[config.mk]
export PLATFORM = sky130hd
export DESIGN_NAME = csd_core
export DESIGN_NICKNAME = d
export VERILOG_FILES = /design/src/csd_alu.v /design/src/csd_core.v
export VERILOG_INCLUDE_DIRS = /design/src /design/src/src
export SDC_FILE = /design/constraint.sdc
export NUM_CORES = 1
export LEC_CHECK = 0
export CORE_AREA = 2 2 192 194
export CTS_CLUSTER_DIAMETER = 150
export DETAILED_ROUTE_END_ITERATION = 6
export DIE_AREA = 0 0 194 196
export DONT_BUFFER_PORTS = 1
export PLACE_DENSITY = 0.5
export REMOVE_ABC_BUFFERS = 1
export SLEW_MARGIN = 20
export SYNTH_ARGS = -nofsm -noshare
export SYNTH_HDL_FRONTEND = slang
export SYNTH_SLANG_ARGS = --single-unit
[constraint.sdc]
create_clock -name i_clk -period 10.24 [get_ports i_clk]
set_input_delay 0 -clock i_clk [delete_from_list [all_inputs] [get_ports i_clk]]
set_output_delay 0 -clock i_clk [all_outputs]
set_load 0.02 [all_outputs]
[src/csd_defines.vh]
// Purpose: shared constants of the arithmetic and shift decoder
// Assumes: included by bare name, definitions only
// Notes:   cycle templates hold one 2-bit bus kind per step, step 0 lowest
`ifndef CSD_DEFINES_VH
`define CSD_DEFINES_VH
// ****************************************
// opcodes and opcode nibbles
// ****************************************
`define CSD_OPC_PREFIX    8'h9e
`define CSD_OPC_SP_ADD    8'ha7
`define CSD_OPC_HX_ADD    8'haf
`define CSD_LO_ADC        4'h9
`define CSD_LO_ADD        4'hb
`define CSD_LO_AND        4'h4
`define CSD_LO_SHL        4'h8
`define CSD_LO_SHR        4'h7
`define CSD_HI_IMM        4'ha
`define CSD_HI_DIR        4'hb
`define CSD_HI_EXT        4'hc
`define CSD_HI_IX2        4'hd
`define CSD_HI_IX1        4'he
`define CSD_HI_IX         4'hf
`define CSD_HI_SH_DIR     4'h3
`define CSD_HI_SH_ACC     4'h4
`define CSD_HI_SH_XLO     4'h5
`define CSD_HI_SH_IX1     4'h6
`define CSD_HI_SH_IX      4'h7
// ****************************************
// addressing modes and operation classes
// ****************************************
`define CSD_M_IMM         4'h0
`define CSD_M_DIR         4'h1
`define CSD_M_EXT         4'h2
`define CSD_M_IX2         4'h3
`define CSD_M_IX1         4'h4
`define CSD_M_IX          4'h5
`define CSD_M_SP2         4'h6
`define CSD_M_SP1         4'h7
`define CSD_M_INH         4'h8
`define CSD_C_NOP         3'h0
`define CSD_C_ADC         3'h1
`define CSD_C_ADD         3'h2
`define CSD_C_AND         3'h3
`define CSD_C_SHL         3'h4
`define CSD_C_SHR         3'h5
`define CSD_C_SPI         3'h6
`define CSD_C_HXI         3'h7
// ****************************************
// bus cycle kinds and cycle templates
// ****************************************
`define CSD_K_P           2'h0
`define CSD_K_R           2'h1
`define CSD_K_F           2'h2
`define CSD_K_W           2'h3
`define CSD_TPL_PP        12'h000
`define CSD_TPL_RPP       12'h001
`define CSD_TPL_PRPP      12'h004
`define CSD_TPL_RFP       12'h009
`define CSD_TPL_PPRPP     12'h010
`define CSD_TPL_RFW       12'h039
`define CSD_TPL_PRFWPP    12'h0e4
`define CSD_LEN_IMM       3'h2
`define CSD_LEN_DIR       3'h3
`define CSD_LEN_EXT       3'h4
`define CSD_LEN_IX2       3'h4
`define CSD_LEN_IX1       3'h3
`define CSD_LEN_IX        3'h3
`define CSD_LEN_SP2       3'h5
`define CSD_LEN_SP1       3'h4
`define CSD_LEN_SH_DIR    3'h5
`define CSD_LEN_SH_INH    3'h1
`define CSD_LEN_SH_IX1    3'h5
`define CSD_LEN_SH_IX     3'h4
`define CSD_LEN_SH_SP1    3'h6
`define CSD_LEN_NOP       3'h1
// ****************************************
// register port map and reset values
// ****************************************
`define CSD_REG_CTRL      4'h0
`define CSD_REG_ACC       4'h1
`define CSD_REG_IDX_HI    4'h2
`define CSD_REG_IDX_LO    4'h3
`define CSD_REG_SP_HI     4'h4
`define CSD_REG_SP_LO     4'h5
`define CSD_REG_FLAGS     4'h6
`define CSD_REG_FP_HI     4'h7
`define CSD_REG_FP_LO     4'h8
`define CSD_RST_FLAGS     8'h68
`define CSD_RST_SP        16'h00ff
`define CSD_RST_FP        16'h0000
`define CSD_FLAGS_ONES    8'h60
`define CSD_F_V           7
`define CSD_F_H           4
`define CSD_F_N           2
`define CSD_F_Z           1
`define CSD_F_C           0
`endif

[src/csd_alu.v]
// Purpose: 8-bit arithmetic, logic and shift unit with flag update
// Assumes: purely combinational, fed by the sequencer
// Notes:   flags not named by the class pass through untouched
`include "csd_defines.vh"
module csd_alu (
  input  wire [2:0] i_cls,
  input  wire [7:0] i_a,
  input  wire [7:0] i_m,
  input  wire [7:0] i_flags,
  output reg  [7:0] o_res,
  output reg  [7:0] o_flags
);
  reg [8:0] sum;
  always @* begin
    sum     = 9'h000;
    o_res   = i_a;
    o_flags = i_flags;
    case (i_cls)
      `CSD_C_ADC, `CSD_C_ADD: begin
        sum = {1'b0, i_a} + {1'b0, i_m}
            + {8'h00, (i_cls == `CSD_C_ADC) & i_flags[`CSD_F_C]};
        o_res = sum[7:0];
        o_flags[`CSD_F_H] = i_a[4] ^ i_m[4] ^ sum[4];
        o_flags[`CSD_F_C] = sum[8];
        o_flags[`CSD_F_V] = (i_a[7] & i_m[7] & ~sum[7])
                          | (~i_a[7] & ~i_m[7] & sum[7]);
      end
      `CSD_C_AND: begin
        o_res = i_a & i_m;
        o_flags[`CSD_F_V] = 1'b0;
      end
      `CSD_C_SHL: begin
        o_res = {i_m[6:0], 1'b0};
        o_flags[`CSD_F_C] = i_m[7];
        o_flags[`CSD_F_V] = i_m[6] ^ i_m[7];
      end
      `CSD_C_SHR: begin
        o_res = {i_m[7], i_m[7:1]};
        o_flags[`CSD_F_C] = i_m[0];
        o_flags[`CSD_F_V] = i_m[7] ^ i_m[0];
      end
      default: begin
        o_res = i_a;
      end
    endcase
    if (i_cls != `CSD_C_NOP && i_cls != `CSD_C_SPI && i_cls != `CSD_C_HXI) begin
      o_flags[`CSD_F_N] = o_res[7];
      o_flags[`CSD_F_Z] = (o_res == 8'h00);
    end
  end
endmodule // csd_alu

[src/csd_core.v]
// Purpose: decoder and sequencer for add, and, signed-add and shift opcodes
// Assumes: program/data memory answers a read in the same cycle
// Notes:   one bus cycle per clock; registers other than control writable only while halted
//
// Summary of operation
// - add with carry on opcodes a9..f9, stack forms 9e d9/e9
// - add without carry on opcodes ab..fb, stack forms 9e db/eb
// - a7 adds signed immediate to stack pointer, 2 cycles, flags kept
// - af adds signed immediate to index pair, 2 cycles, flags kept
// - and on opcodes a4..f4, stack forms 9e d4/e4
// - and stores a and m, clears overflow, sets negative and zero
// - left shift opcodes 38, 48, 58, 68, 78 and 9e 68
// - left shift takes 5, 1, 1, 5, 4 and 6 cycles by mode
// - right shift opcodes 37..77 and 9e 67, same cycle counts
// - each cycle is a fetch, read, write or free bus cycle
// - add with carry takes 2 immediate, 3 direct, 4 extended cycles
// - half-carry follows carry from bit 3 into bit 4 on adds
// - carry follows carry out of bit 7 on adds
`include "csd_defines.vh"
module csd_core #(
  parameter [15:0] FP_RESET = `CSD_RST_FP
) (
  input  wire        i_clk,
  input  wire        i_reset_n,
  input  wire [3:0]  i_reg_addr,
  input  wire [7:0]  i_reg_wdata,
  input  wire        i_reg_wr,
  input  wire        i_reg_rd,
  output reg  [7:0]  o_reg_rdata,
  output reg  [15:0] o_mem_addr,
  output wire        o_mem_rd,
  output wire        o_mem_wr,
  output wire [7:0]  o_mem_wdata,
  input  wire [7:0]  i_mem_rdata,
  output wire [1:0]  o_cycle_kind,
  output wire        o_insn_end
);
  // ****************************************
  // state
  // ****************************************
  reg [7:0]  acc_reg;
  reg [15:0] hx_reg;
  reg [15:0] sp_reg;
  reg [7:0]  flags_reg;
  reg [15:0] fp_reg;
  reg [7:0]  q0_reg;
  reg [7:0]  q1_reg;
  reg        fill_cnt_reg;
  reg        filled_reg;
  reg        run_reg;
  reg [2:0]  step_reg;
  reg [2:0]  cls_reg;
  reg [3:0]  mode_reg;
  reg        xsel_reg;
  reg [11:0] tpl_reg;
  reg [2:0]  len_reg;
  reg [7:0]  m_reg;

  // ****************************************
  // opcode decode from the instruction queue
  // ****************************************
  reg        pre;
  reg [7:0]  opc;
  reg [2:0]  d_cls;
  reg [3:0]  d_mode;
  reg        d_xsel;
  always @* begin
    pre    = (q0_reg == `CSD_OPC_PREFIX);
    opc    = pre ? q1_reg : q0_reg;
    d_cls  = `CSD_C_NOP;
    d_mode = `CSD_M_INH;
    d_xsel = 1'b0;
    if (!pre && opc == `CSD_OPC_SP_ADD) begin
      d_cls  = `CSD_C_SPI;
      d_mode = `CSD_M_IMM;
    end else if (!pre && opc == `CSD_OPC_HX_ADD) begin
      d_cls  = `CSD_C_HXI;
      d_mode = `CSD_M_IMM;
    end else if ((opc[3:0] == `CSD_LO_ADC || opc[3:0] == `CSD_LO_ADD ||
                  opc[3:0] == `CSD_LO_AND) && opc[7:4] >= `CSD_HI_IMM) begin
      if (opc[3:0] == `CSD_LO_ADC) begin
        d_cls = `CSD_C_ADC;
      end else if (opc[3:0] == `CSD_LO_ADD) begin
        d_cls = `CSD_C_ADD;
      end else begin
        d_cls = `CSD_C_AND;
      end
      if (pre) begin
        if (opc[7:4] == `CSD_HI_IX2) begin
          d_mode = `CSD_M_SP2;
        end else if (opc[7:4] == `CSD_HI_IX1) begin
          d_mode = `CSD_M_SP1;
        end else begin
          d_cls = `CSD_C_NOP;
        end
      end else begin
        case (opc[7:4])
          `CSD_HI_IMM: d_mode = `CSD_M_IMM;
          `CSD_HI_DIR: d_mode = `CSD_M_DIR;
          `CSD_HI_EXT: d_mode = `CSD_M_EXT;
          `CSD_HI_IX2: d_mode = `CSD_M_IX2;
          `CSD_HI_IX1: d_mode = `CSD_M_IX1;
          default:     d_mode = `CSD_M_IX;
        endcase
      end
    end else if ((opc[3:0] == `CSD_LO_SHL || opc[3:0] == `CSD_LO_SHR) &&
                 opc[7:4] >= `CSD_HI_SH_DIR && opc[7:4] <= `CSD_HI_SH_IX) begin
      d_cls = (opc[3:0] == `CSD_LO_SHL) ? `CSD_C_SHL : `CSD_C_SHR;
      if (pre) begin
        if (opc[7:4] == `CSD_HI_SH_IX1) begin
          d_mode = `CSD_M_SP1;
        end else begin
          d_cls = `CSD_C_NOP;
        end
      end else begin
        case (opc[7:4])
          `CSD_HI_SH_DIR: d_mode = `CSD_M_DIR;
          `CSD_HI_SH_ACC: d_mode = `CSD_M_INH;
          `CSD_HI_SH_XLO: begin
            d_mode = `CSD_M_INH;
            d_xsel = 1'b1;
          end
          `CSD_HI_SH_IX1: d_mode = `CSD_M_IX1;
          default:        d_mode = `CSD_M_IX;
        endcase
      end
    end
  end

  // ****************************************
  // cycle template per class and mode
  // ****************************************
  reg [11:0] d_tpl;
  reg [2:0]  d_len;
  wire       d_rmw = (d_cls == `CSD_C_SHL) || (d_cls == `CSD_C_SHR);
  always @* begin
    d_tpl = `CSD_TPL_PP;
    d_len = `CSD_LEN_NOP;
    if (d_cls == `CSD_C_NOP) begin
      d_len = `CSD_LEN_NOP;
    end else if (d_rmw) begin
      case (d_mode)
        `CSD_M_DIR: begin
          d_tpl = `CSD_TPL_RFW;
          d_len = `CSD_LEN_SH_DIR;
        end
        `CSD_M_IX1: begin
          d_tpl = `CSD_TPL_RFW;
          d_len = `CSD_LEN_SH_IX1;
        end
        `CSD_M_IX: begin
          d_tpl = `CSD_TPL_RFW;
          d_len = `CSD_LEN_SH_IX;
        end
        `CSD_M_SP1: begin
          d_tpl = `CSD_TPL_PRFWPP;
          d_len = `CSD_LEN_SH_SP1;
        end
        default: begin
          d_tpl = `CSD_TPL_PP;
          d_len = `CSD_LEN_SH_INH;
        end
      endcase
    end else begin
      case (d_mode)
        `CSD_M_DIR: begin
          d_tpl = `CSD_TPL_RPP;
          d_len = `CSD_LEN_DIR;
        end
        `CSD_M_EXT: begin
          d_tpl = `CSD_TPL_PRPP;
          d_len = `CSD_LEN_EXT;
        end
        `CSD_M_IX2: begin
          d_tpl = `CSD_TPL_PRPP;
          d_len = `CSD_LEN_IX2;
        end
        `CSD_M_IX1: begin
          d_tpl = `CSD_TPL_RPP;
          d_len = `CSD_LEN_IX1;
        end
        `CSD_M_IX: begin
          d_tpl = `CSD_TPL_RFP;
          d_len = `CSD_LEN_IX;
        end
        `CSD_M_SP2: begin
          d_tpl = `CSD_TPL_PPRPP;
          d_len = `CSD_LEN_SP2;
        end
        `CSD_M_SP1: begin
          d_tpl = `CSD_TPL_PRPP;
          d_len = `CSD_LEN_SP1;
        end
        default: begin
          d_tpl = `CSD_TPL_PP;
          d_len = `CSD_LEN_IMM;
        end
      endcase
    end
  end

  // ****************************************
  // current step and bus cycle
  // ****************************************
  // step 0 decodes live from the queue; later steps use the latched copy,
  // since operand fetches shift the queue under the decoder
  wire        first  = (step_reg == 3'h0);
  wire [2:0]  c_cls  = first ? d_cls  : cls_reg;
  wire [3:0]  c_mode = first ? d_mode : mode_reg;
  wire        c_xsel = first ? d_xsel : xsel_reg;
  wire [11:0] c_tpl  = first ? d_tpl  : tpl_reg;
  wire [2:0]  c_len  = first ? d_len  : len_reg;
  wire        go     = filled_reg && (run_reg || !first);
  wire [1:0]  kind   = c_tpl[{step_reg, 1'b0} +: 2];
  wire        last   = go && (step_reg == c_len - 3'h1);
  wire        fetch  = !filled_reg || (go && kind == `CSD_K_P);
  wire        hold   = first && !run_reg;

  reg [15:0] ea;
  always @* begin
    case (c_mode)
      `CSD_M_DIR: ea = {8'h00, q1_reg};
      `CSD_M_EXT: ea = {q0_reg, q1_reg};
      `CSD_M_IX2: ea = hx_reg + {q0_reg, q1_reg};
      `CSD_M_IX1: ea = hx_reg + {8'h00, q1_reg};
      `CSD_M_IX:  ea = hx_reg;
      `CSD_M_SP2: ea = sp_reg + {q0_reg, q1_reg};
      `CSD_M_SP1: ea = sp_reg + {8'h00, q1_reg};
      default:    ea = fp_reg;
    endcase
    o_mem_addr = fetch ? fp_reg : ea;
  end

  assign o_mem_rd     = fetch || (go && kind == `CSD_K_R);
  assign o_mem_wr     = go && kind == `CSD_K_W;
  assign o_cycle_kind = fetch ? `CSD_K_P : (go ? kind : `CSD_K_F);
  assign o_insn_end   = last;

  // ****************************************
  // arithmetic unit
  // ****************************************
  wire [7:0] alu_m = (c_mode == `CSD_M_INH) ? (c_xsel ? hx_reg[7:0] : acc_reg)
                                            : m_reg;
  wire [7:0] alu_res;
  wire [7:0] alu_flags;
  csd_alu u_alu (
    .i_cls   (c_cls),
    .i_a     (acc_reg),
    .i_m     (alu_m),
    .i_flags (flags_reg),
    .o_res   (alu_res),
    .o_flags (alu_flags)
  );
  assign o_mem_wdata = alu_res;
  wire [15:0] imm_sx = {{8{m_reg[7]}}, m_reg};
  wire        reg_ok = i_reg_wr && hold;

  // ****************************************
  // sequencer and registers
  // ****************************************
  always @(posedge i_clk or negedge i_reset_n) begin
    if (!i_reset_n) begin
      acc_reg      <= 8'h00;
      hx_reg       <= 16'h0000;
      sp_reg       <= `CSD_RST_SP;
      flags_reg    <= `CSD_RST_FLAGS;
      fp_reg       <= FP_RESET;
      q0_reg       <= 8'h00;
      q1_reg       <= 8'h00;
      fill_cnt_reg <= 1'b0;
      filled_reg   <= 1'b0;
      run_reg      <= 1'b0;
      step_reg     <= 3'h0;
      cls_reg      <= `CSD_C_NOP;
      mode_reg     <= `CSD_M_INH;
      xsel_reg     <= 1'b0;
      tpl_reg      <= `CSD_TPL_PP;
      len_reg      <= `CSD_LEN_NOP;
      m_reg        <= 8'h00;
      o_reg_rdata  <= 8'h00;
    end else begin
      if (fetch) begin
        fp_reg <= fp_reg + 16'h0001;
        q0_reg <= q1_reg;
        q1_reg <= i_mem_rdata;
        if (!filled_reg) begin
          fill_cnt_reg <= 1'b1;
          filled_reg   <= fill_cnt_reg;
        end
      end
      if (go) begin
        step_reg <= last ? 3'h0 : step_reg + 3'h1;
        if (first) begin
          cls_reg  <= d_cls;
          mode_reg <= d_mode;
          xsel_reg <= d_xsel;
          tpl_reg  <= d_tpl;
          len_reg  <= d_len;
          m_reg    <= q1_reg;
        end
        if (kind == `CSD_K_R) begin
          m_reg <= i_mem_rdata;
        end
        if (kind == `CSD_K_W) begin
          flags_reg <= alu_flags | `CSD_FLAGS_ONES;
        end
      end
      if (last) begin
        case (c_cls)
          `CSD_C_ADC, `CSD_C_ADD, `CSD_C_AND: begin
            acc_reg   <= alu_res;
            flags_reg <= alu_flags | `CSD_FLAGS_ONES;
          end
          `CSD_C_SPI: sp_reg <= sp_reg + imm_sx;
          `CSD_C_HXI: hx_reg <= hx_reg + imm_sx;
          `CSD_C_SHL, `CSD_C_SHR: begin
            if (c_mode == `CSD_M_INH) begin
              if (c_xsel) begin
                hx_reg[7:0] <= alu_res;
              end else begin
                acc_reg <= alu_res;
              end
              flags_reg <= alu_flags | `CSD_FLAGS_ONES;
            end
          end
          default: begin
          end
        endcase
      end
      // register port writes other than control only land while halted between instructions,
      // so they never race the sequencer
      if (i_reg_wr && i_reg_addr == `CSD_REG_CTRL) begin
        run_reg <= i_reg_wdata[0];
      end
      if (reg_ok) begin
        if (i_reg_addr == `CSD_REG_ACC) begin
          acc_reg <= i_reg_wdata;
        end else if (i_reg_addr == `CSD_REG_IDX_HI) begin
          hx_reg[15:8] <= i_reg_wdata;
        end else if (i_reg_addr == `CSD_REG_IDX_LO) begin
          hx_reg[7:0] <= i_reg_wdata;
        end else if (i_reg_addr == `CSD_REG_SP_HI) begin
          sp_reg[15:8] <= i_reg_wdata;
        end else if (i_reg_addr == `CSD_REG_SP_LO) begin
          sp_reg[7:0] <= i_reg_wdata;
        end else if (i_reg_addr == `CSD_REG_FLAGS) begin
          flags_reg <= i_reg_wdata | `CSD_FLAGS_ONES;
        end else if (i_reg_addr == `CSD_REG_FP_HI) begin
          fp_reg[15:8] <= i_reg_wdata;
          fill_cnt_reg <= 1'b0;
          filled_reg   <= 1'b0;
        end else if (i_reg_addr == `CSD_REG_FP_LO) begin
          fp_reg[7:0]  <= i_reg_wdata;
          fill_cnt_reg <= 1'b0;
          filled_reg   <= 1'b0;
        end
      end
      if (i_reg_rd) begin
        if (i_reg_addr == `CSD_REG_CTRL) begin
          o_reg_rdata <= {5'h00, filled_reg, !first, run_reg};
        end else if (i_reg_addr == `CSD_REG_ACC) begin
          o_reg_rdata <= acc_reg;
        end else if (i_reg_addr == `CSD_REG_IDX_HI) begin
          o_reg_rdata <= hx_reg[15:8];
        end else if (i_reg_addr == `CSD_REG_IDX_LO) begin
          o_reg_rdata <= hx_reg[7:0];
        end else if (i_reg_addr == `CSD_REG_SP_HI) begin
          o_reg_rdata <= sp_reg[15:8];
        end else if (i_reg_addr == `CSD_REG_SP_LO) begin
          o_reg_rdata <= sp_reg[7:0];
        end else if (i_reg_addr == `CSD_REG_FLAGS) begin
          o_reg_rdata <= flags_reg;
        end else if (i_reg_addr == `CSD_REG_FP_HI) begin
          o_reg_rdata <= fp_reg[15:8];
        end else if (i_reg_addr == `CSD_REG_FP_LO) begin
          o_reg_rdata <= fp_reg[7:0];
        end else begin
          o_reg_rdata <= 8'h00;
        end
      end
    end
  end
endmodule // csd_core

=== Word level (Yosys, flattened, before mapping) ===
Index checks and enable logic that the tools add are counted.

* Div/mod/pow operators: 0
* Shift operators: 1
* Order comparisons: 3
* Muxes and demuxes: 136
* Reductions and logical operators: 41
* Bitwise operators: 14
* Multipliers: 0
* Add/sub/neg operators: 11
* Equal/unequal tests: 54

{| class="wikitable"
|+ Operators with widths
! operator !! number
|-
| two-way mux 8 bit || 42
|-
| two-way mux 16 bit || 18
|-
| case mux 16 bit (7 select lines) || 1
|-
| equality test 4 x 3 -> 1 bit, second input constant || 17
|-
| adder 16 bit || 4
|-
| case mux 8 bit (2 select lines) || 4
|-
| two-way mux 3 bit || 14
|-
| equality test 4 bit, second input constant || 10
|-
| two-way mux 4 bit || 10
|-
| two-way mux 12 bit || 3
|-
| adder 16 x 8 -> 16 bit || 2
|-
| two-way mux 1 bit || 32
|-
| case mux 8 bit (4 select lines) || 1
|-
| equality test 4 x 2 -> 1 bit, second input constant || 7
|-
| equality test 8 bit, second input constant || 3
|-
| case mux 5 bit (4 select lines) || 1
|-
| equality test 3 bit, second input constant || 6
|-
| case mux 3 bit (3 select lines) || 2
|-
| adder 16 x 1 -> 16 bit, second input constant || 1
|-
| logical AND 1 bit || 15
|-
| case mux 3 bit (5 select lines) || 1
|-
| equality test 4 x 1 -> 1 bit, second input constant || 3
|-
| case mux 4 bit (3 select lines) || 1
|-
| variable part select 12 x 5 -> 2 bit || 1
|-
| 32 further kinds || 61
|}

* Logic and storage cells: 278
* Bits in writable memories: 0
* Latch bits: 0
* Memories: 0
* Bits in read-only memories: 0
* Bits of input ports: 24
* Output and inout bits: 37
* Bits in registers: 125

=== Logic depth before layout (Yosys ltp) ===
Gate-level depths: netlist of run 1.

* Depth in word-level cells: 31
* Mapped depth: 29
* Mapped depth without buffers: 25

=== Cells and area by module ===
Synthesis of run 1 repeated with hierarchy kept, for this count alone.

* Cells, all modules: 1522
* Area total of the unflattened synthesis: 12189.2 um^2

{| class="wikitable"
|+ Modules (own cells, without submodules)
! module !! instances !! cells each !! sequential area each (um^2) !! area each (um^2)
|-
| csd_core || 1 || 1379 || 3144.3 || 11227.0
|-
| csd_alu || 1 || 143 || 0.0 || 962.2
|}

=== Least setup slack after synthesis of run 1 ===
No wires, ideal clock.

* Path type: flip-flop to output port
* From: register q0_reg[5]
* To: output port o_mem_addr[14]
* Arrival: 5.798 ns
* Buffers on the path: 3
* Setup slack: 4.442 ns
* Required time: 10.240 ns
* Stages on the path, launching flop included: 27
* Cells stage by stage: dfrtp_1 -> buf_6 -> nand4bb_1 -> buf_6 -> o41ai_4 -> nand4_2 -> a21oi_1 -> a22o_1 -> mux2i_1 -> nand3_1 -> clkbuf_1 -> mux2_2 -> ha_1 -> inv_1 -> fa_1 -> nor2b_1 -> o21ai_0 -> a21boi_0 -> o21ai_0 -> a21boi_0 -> o21ai_0 -> a21oi_1 -> o41ai_1 -> o21ai_0 -> xor2_1 -> a221oi_1 -> o21ai_0

* Cells in the longest elaborated chain, start to end: 21
* Elaborated cells between the ends (all ways): 89
* Classes of those cells: 2 x add/sub; 3 x order compare; 33 x eq/ne; 1 x shift; 32 x mux; 18 x reduce/logical

{| class="wikitable"
|+ Ends and longest elaborated chain
! element !! line !! RTL
|-
| from (decl) || csd_core.v:46 || <nowiki>reg [7:0] q0_reg;</nowiki>
|-
| from (signal assigned) || csd_core.v:284 || <nowiki>q0_reg <= q1_reg;</nowiki>
|-
| equality test 8 bit (no source line) || -- ||
|-
| two-way mux 8 bit || csd_core.v:69 || <nowiki>opc = pre ? q1_reg : q0_reg;</nowiki>
|-
| equality test 4 x 3 -> 1 bit (tied with other cells) || csd_core.v:116 || <nowiki>case (opc[7:4])</nowiki>
|-
| OR reduction 2 bit (no source line) (tied with other cells) || -- ||
|-
| case mux 4 bit (3 select lines) (tied with other cells) || csd_core.v:116 ||
|-
| two-way mux 4 bit (tied with other cells) || csd_core.v:109 || <nowiki>if (pre) begin</nowiki>
|-
| two-way mux 4 bit / two-way mux 3 bit (equally long branches) || csd_core.v:106, csd_core.v:89 ||
|-
| two-way mux 4 bit / two-way mux 3 bit (equally long branches) || csd_core.v:79, csd_core.v:88 ||
|-
| [... 5 more ...] || -- ||
|-
| two-way mux 12 bit || csd_core.v:141 || <nowiki>end else if (d_rmw) begin</nowiki>
|-
| two-way mux 12 bit || csd_core.v:139 || <nowiki>if (d_cls == `CSD_C_NOP) begin</nowiki>
|-
| two-way mux 12 bit || -- ||
|-
| variable part select 12 x 5 -> 2 bit || csd_core.v:214 || <nowiki>wire [1:0] kind = c_tpl[{step_reg, 1'b0} +: 2];</nowiki>
|-
| zero test 2 bit (no source line) || -- ||
|-
| logical AND 1 bit (no source line) || -- ||
|-
| logical OR 1 bit || csd_core.v:216 || <nowiki>wire fetch = !filled_reg || (go && kind == `CSD_K_P);</nowiki>
|-
| two-way mux 16 bit (*) || csd_core.v:231 || <nowiki>o_mem_addr = fetch ? fp_reg : ea;</nowiki>
|-
| to (decl) || csd_core.v:30 || <nowiki>output reg [15:0] o_mem_addr,</nowiki>
|}

Mark *: on every way between the ends. The rest lies on a longest branch, timed or not.

=== Worst setup path in the final report of run 1 ===
* From: register q0_reg[4]
* To: output port o_mem_addr[14]

Same word-level chain as after synthesis.

==> results of run 1 <==
==> timing repair <==
item | in CTS | in global routing
endpoints found under the setup margin | 0 | 0
hold buffers | 26 | 0
endpoints found under the hold margin | 214 | 0
==> area by class of cell <==
cell class / count / area share
Sequential cell: 125 / 0.230
Timing Repair Buffer: 48 / 0.0324
Multi-Input combinational cell: 1267 / 0.632
Tap cell: 468 / 0.0429
Clock buffer: 19 / 0.0317
Clock inverter: 13 / 0.0122
Inverter: 69 / 0.0190
==> worst max-delay path: cells and delay by family, from the launching register on <==
| kind | cells | cell delay [ns] |
|---|---|---|
| multiplexers | 1 | 0.52 |
| XOR/XNOR | 1 | 0.16 |
| AND/OR/NAND/NOR | 4 | 1.59 |
| buffers and inverters | 1 | 0.07 |
| adder cells (fa/ha/maj) | 2 | 0.37 |
| AO/OA/AOI/OAI | 14 | 4.20 |
| flip-flops | 1 | 0.75 |
==> cells in the final DEF (no fill, tap or decap), drive strengths merged, types with 19 or more instances in the layout <==
master,Yosys,layout
nor2,140,140
nand3,32,32
nand4,20,20
a221oi,19,19
xor2,35,35
a211oi,22,22
a21o,28,28
mux2i,53,53
mux2,53,53
a21oi,136,136
a22oi,20,20
o22ai,29,29
nor3,46,46
buf,38,23
a31oi,20,20
nand2,156,156
clkbuf,57,19
o21ai,115,115
xnor2,45,45
dfrtp,112,112
ha,66,66
inv,69,70
dlygate4sd3,0,25
==> through the flow <==
stage	instances	cell area [sq um]	utilization
6_report	2009	13700	0.379
5_1_grt	2009	13700	0.379
4_1_cts	2009	13700	0.379
3_5_place_dp	1951	12800	0.354
3_3_place_gp	1951	12800	0.354
2_1_floorplan	1461	12000	-
==> worst min path at each step <==
| stage | from | end | slack (ns) |
|---|---|---|---|
| global placement | i_reset_n | tpl_reg[5] | -0.29 |
| global route | i_reg_addr[3] | o_reg_rdata[2] | 0.04 |
| detailed placement | i_reset_n | tpl_reg[5] | -0.29 |
| floorplan | i_reset_n | acc_reg[0] | -0.30 |
| finish | i_reg_addr[3] | o_reg_rdata[2] | 0.03 |
| CTS | i_reg_addr[3] | o_reg_rdata[2] | 0.005 |
==> cells by family after synthesis <==
kind of cell / after synthesis / share of synthesized area
muxes: 106 / 0.0904
xor gates and xnor gates: 80 / 0.0562
and+or+nand+nor: 499 / 0.191
AOI/OAI and AO/OA: 510 / 0.278
DFF: 125 / 0.252
adders and majority gates: 72 / 0.0759
buffers and inverters: 164 / 0.0564
==> layer usage <==
| layer | share of wire | vias to the layer above | global-route usage |
|---|---|---|---|
| met5 | 0.00051 | - | 0 |
| li1 | - | 5674 | - |
| met2 | 0.45 | 558 | 0.401 |
| met4 | 0.027 | 4 | 0.0805 |
| met3 | 0.079 | 89 | 0.0521 |
| met1 | 0.45 | 6006 | 0.353 |
==> flow_summary.yaml, run 1 <==
setup_path:
  startpoint_type: "register"
  r2r-start: "q0_reg[4]"
  cp-endpoint: "o_mem_addr[14]"
  crit_required_ns: 10.24
  cp-end-kind: "primary output"
  ff2ff_setup_slack_ns: 2.94
  crit_top_cell: "o21ai_0"
  reg2reg_to: "flags_reg[1]"
  path_cells: "nand4bb_1 -> o41ai_4 -> nand3_1 -> a21oi_1 -> a21oi_1 -> o21ai_0 -> nand3_1 -> mux2_2 -> ha_1 -> inv_1 -> fa_1 -> nor2b_1 -> o21ai_0 -> a21boi_0 -> o21ai_0 -> a21boi_0 -> o21ai_0 -> a21oi_1 -> o41ai_1 -> o21ai_0 -> xor2_1 -> a221oi_1 -> o21ai_0"
  crit_start: "q0_reg[4]"
  critPathArrivalTime_ns: 8.13
  critPathMaxStageDelay_ns: 0.75
  cpMaxStageDelayCell: "dfrtp_1"
  worstRegToRegCells: 22
  critPathKind: "register to primary output"
  cp_max_fo: 18
die:
  die_x_um: 194
  die_h_um: 196
  core_area_sq_mm: 0.0361
  num_rows: 70
  dieArea_sq_mm: 0.0380
  initial_core_util: 0.345
  ioPinCount: 61
layout:
  area_growth_pct: 9.61
  layout.nets: 1624
  drive_gt1_frac: 0.104
  insertedDiodeCount: 0
  multi_input_area_sq_mm: 0.00863
  fillers: 3742
  seqCellArea_sq_mm: 0.00314
clocking:
  clock_sinks: 125
  cts_tree: "built"
  clk_pin_slew_worst_paths_ns: 0.06
  cts_buffer_depth: 2
  cts_setup_buffers: 0
  cts-resized-gates: 0
  clock_latency_ns: 0.45
  htree_num_levels: 4
  clock-root-buffer: "clkbuf_16"
  cts_buffers: 17
run_status:
  status: "finished clean"
detailed_routing:
  vias: 12300
  final_antenna_net_count: 0
  dr.first_iter.drc_count: 1247
  first_pass_iters: 6
  drc: 0
  avgViaCountPerCell: 6.14
  wl_per_cell_um: 24.6
  routed_wl_um: 49500
flow_run:
  cap_violations: 0
placed_design:
  io_buffer_count: 0
  preCtsSetupSlack_ns: 2.74
  gp_congestion: 0.916
  dp_hpwl_um: 36000
timing:
  report.final.hold_viol_count: 0
  fin_setup_tns_ns: 0
  drv_slew: 0
  fmax_mhz: 123
  finalCritPeriodShare: 0.794
  setup_ws_ns: 2.11
  holdWs_ns: 0.0256
  timing.final.crit_period_ns: 8.13
  finClkSkew_ns: 0.0143
  tightest_slew_ns: 1.01
  slew_headroom: 0.323
  grt_setup_unrepaired: "no"
  finalSetupViolations: 0
global_route:
  grt_antenna_before_repair: 3
  grt_overflow: 0
  grt_pass1_wl_um: 74000
  grt_max_degree: 126
  grt_util_all_layers: 0.256
  grt_pass1_vias: 11700
synth:
  synth-main-ff-cell: "dfrtp_1"
  synth.top_cells.by_count: "156 x nand2_1, 134 x a21oi_1, 133 x nor2_1, 112 x dfrtp_1, 103 x o21ai_0"
  synth-edff-count: 0
  post-synth-top-area-cell: "dfrtp_1"
  synth.distinct_cells: 88
  async_flop_share: 1.00
  avgSynthCellArea_sq_um: 8.01
  ys_top_cells_by_area: "dfrtp_1 22%, ha_1 6.6%, a21oi_1 5.4%"
  ys_seq_area_frac: 0.252
  netlist_instances: 1556
  synth_most_common_cell: "nand2_1"
  synthesis.area_sq_mm: 0.0125
  yosysTopAreaCellShare: 0.225
  yosys_register_bits: 125
  ys_warn_count: 0
hold_path:
  hold_depth: 3
  min_path_type: "input pin to register"
Power of run 1 is left out: the tool's default activity adds up to more than one toggle a clock period on the data nets, which glitch-free logic cannot reach.
==> run 2: changes to the inputs <==
- ABC_AREA: not set -> 1
- CORE_AREA: 2 2 192 194 -> 2 2 190 192
- DIE_AREA: 0 0 194 196 -> 0 0 192 194
- PLACE_DENSITY: 0.5 -> 0.51
- clock period: 10.24 -> 6.7 ns (I/O delays scaled with it)
==> run 2 against run 1 <==
  * The flow now finishes with violations (negative hold slack)
  * Global-route usage grew 0.84 points
  * First-iteration DRC count shrank 11%
  * Sequential share of layout area grew 0.38 points
  * Clock-buffer cell count shrank 1
  * Synthesized area shrank 2.7%
  * Critical path type unchanged
  * Largest cell class unchanged
==> flow_summary.yaml, run 2 <==
run_status:
  status: "finished, violations left"
  violations: "negative hold slack"
hold_path:
  min_from: "i_reg_wdata[0]"
  min_path_type: "input pin to register"
die:
  dieArea_sq_mm: 0.0372
  die_x_um: 192
  ioPinCount: 61
  core_area_sq_mm: 0.0352
  num_rows: 69
  die_h_um: 194
  initial_core_util: 0.344
setup_path:
  critPathKind: "register to primary output"
  path_buf_inv: 7
  critical-path-top-delay-family: "simple AND/OR/NAND/NOR gates"
  crit_start: "q0_reg[6]"
  cp-end-kind: "primary output"
  cpMaxStageDelayCell: "dfrtp_1"
  startpoint_type: "register"
  critPathMaxStageDelay_ns: 0.40
  crit_top_cell: "nand2_1"
  critPathArrivalTime_ns: 6.12
  r2r-start: "q0_reg[6]"
  crit_required_ns: 6.70
  cp_max_fo: 20
synth:
  post-synth-top-area-cell: "dfrtp_1"
  yosys_register_bits: 125
  netlist_instances: 1828
  async_flop_share: 1.00
  synth-edff-count: 0
  ys_top_cells_by_area: "dfrtp_1 23%, nand2_1 12%, inv_1 8.1%"
  synth.top_cells.by_count: "385 x nand2_1, 262 x inv_1, 176 x o21ai_0, 147 x nor2_1, 126 x a21oi_1"
  yosysTopAreaCellShare: 0.231
  ys_warn_count: 0
  synth_most_common_cell: "nand2_1"
  avgSynthCellArea_sq_um: 6.63
  ys_seq_area_frac: 0.259
  synth.distinct_cells: 60
  synthesis.area_sq_mm: 0.0121
  synth-main-ff-cell: "dfrtp_1"
timing:
  slew_headroom: 0.355
  grt_setup_unrepaired: "no"
  fmax_mhz: 163
  finClkSkew_ns: 0.0102
  drv_slew: 0
  fin_setup_tns_ns: 0
  finalSetupViolations: 0
  timing.final.crit_period_ns: 6.12
  tightest_slew_ns: 0.960
  holdWs_ns: -0.00943
  finalCritPeriodShare: 0.914
  report.final.hold_viol_count: 2
detailed_routing:
  drc: 0
  avgViaCountPerCell: 5.48
  first_pass_iters: 6
  vias: 12700
  final_antenna_net_count: 0
  dr.first_iter.drc_count: 1106
  wl_per_cell_um: 21.1
  routed_wl_um: 48800
global_route:
  grt_antenna_before_repair: 2
  grt_max_degree: 126
  grt_overflow: 0
  grt_util_all_layers: 0.264
  grt_pass1_wl_um: 73800
  grt_pass1_vias: 11900
placed_design:
  io_buffer_count: 0
  gp_congestion: 1.01
  dp_hpwl_um: 37500
clocking:
  clock_latency_ns: 0.45
  htree_num_levels: 4
  cts_buffer_depth: 2
  cts_tree: "built"
  cts_buffers: 17
  clock_sinks: 125
  clk_pin_slew_worst_paths_ns: 0.07
  clock-root-buffer: "clkbuf_16"
layout:
  layout.nets: 1935
  insertedDiodeCount: 0
  fillers: 3771
  area_growth_pct: 10.9
  most-common-layout-cells: "384 x nand2_1, 262 x inv_1, 175 x o21ai_0"
  layout.cells.most_common: "nand2_1"
  drive_gt1_frac: 0.0907
flow_run:
  cap_violations: 0
## run 2: final timing paths
path / end / slack [ns] / depth (start not counted)
max: o_mem_addr[13] / 0.58 / 38
min: run_reg / -0.009 / 2
max reg2reg: hx_reg[6] / 0.95 / 36
min reg2reg: tpl_reg[9] / 0.46 / 2
max in group asynchronous: fp_reg[4] / 5.92 / 2
min in group asynchronous: acc_reg[1] / 0.18 / 2
## run 2: cells by family (layout without fill, tap and decap cells)
kind of cell | Yosys count | after routing | synth area share
and+or+nand+nor | 771 | 771 | 0.283
AOI/OAI and AO/OA | 472 | 472 | 0.227
buffers and inverters | 330 | 354 | 0.110
DFF | 125 | 125 | 0.259
adders and majority gates | 72 | 72 | 0.0780
xor gates and xnor gates | 54 | 54 | 0.0402
muxes | 4 | 4 | 0.00340
## run 2: timing repair
action	CTS	global route
gates resized for setup	0	2
buffers inserted	0	0
hold buffers	24	0
endpoints found under the setup margin	0	2
endpoints found under the hold margin	208	0
## run 2: routing by layer
layer,global-route usage,wire [um],vias to the layer above
met5,0,13,-
li1,-,-,6122
met4,0.0854,1410,2
met1,0.371,22100,6004
met3,0.0427,3410,79
met2,0.411,21800,472
## run 2: per-stage QoR
step / cells / cell area (sq um) / util / setup WS, ns / hold WS, ns
5_1_grt: 2313 / 13400 / 0.382 / 0.00575 / 0.00152
6_report: 2313 / 13400 / 0.382 / 0.579 / -0.00943
3_3_place_gp: 2257 / 12600 / 0.357 / 0.982 / -0.289
3_5_place_dp: 2257 / 12600 / 0.357 / 0.940 / -0.288
2_1_floorplan: 1776 / 11800 / - / 0.567 / -0.296
4_1_cts: 2313 / 13400 / 0.382 / 0.494 / 0.00423
## run 2: final cells by class
| type | instances | area, sq um | share of cell area |
|---|---|---|---|
| multi-input combinational | 1373 | 7660 | 0.570 |
| sequential | 125 | 3140 | 0.234 |
| inverter | 278 | 1050 | 0.0779 |
| tap | 461 | 577 | 0.0429 |
| clock buffer | 18 | 439 | 0.0327 |
| timing repair buffer | 44 | 408 | 0.0303 |
| clock inverter | 14 | 171 | 0.0128 |
Power of run 2 is left out for the same reason.
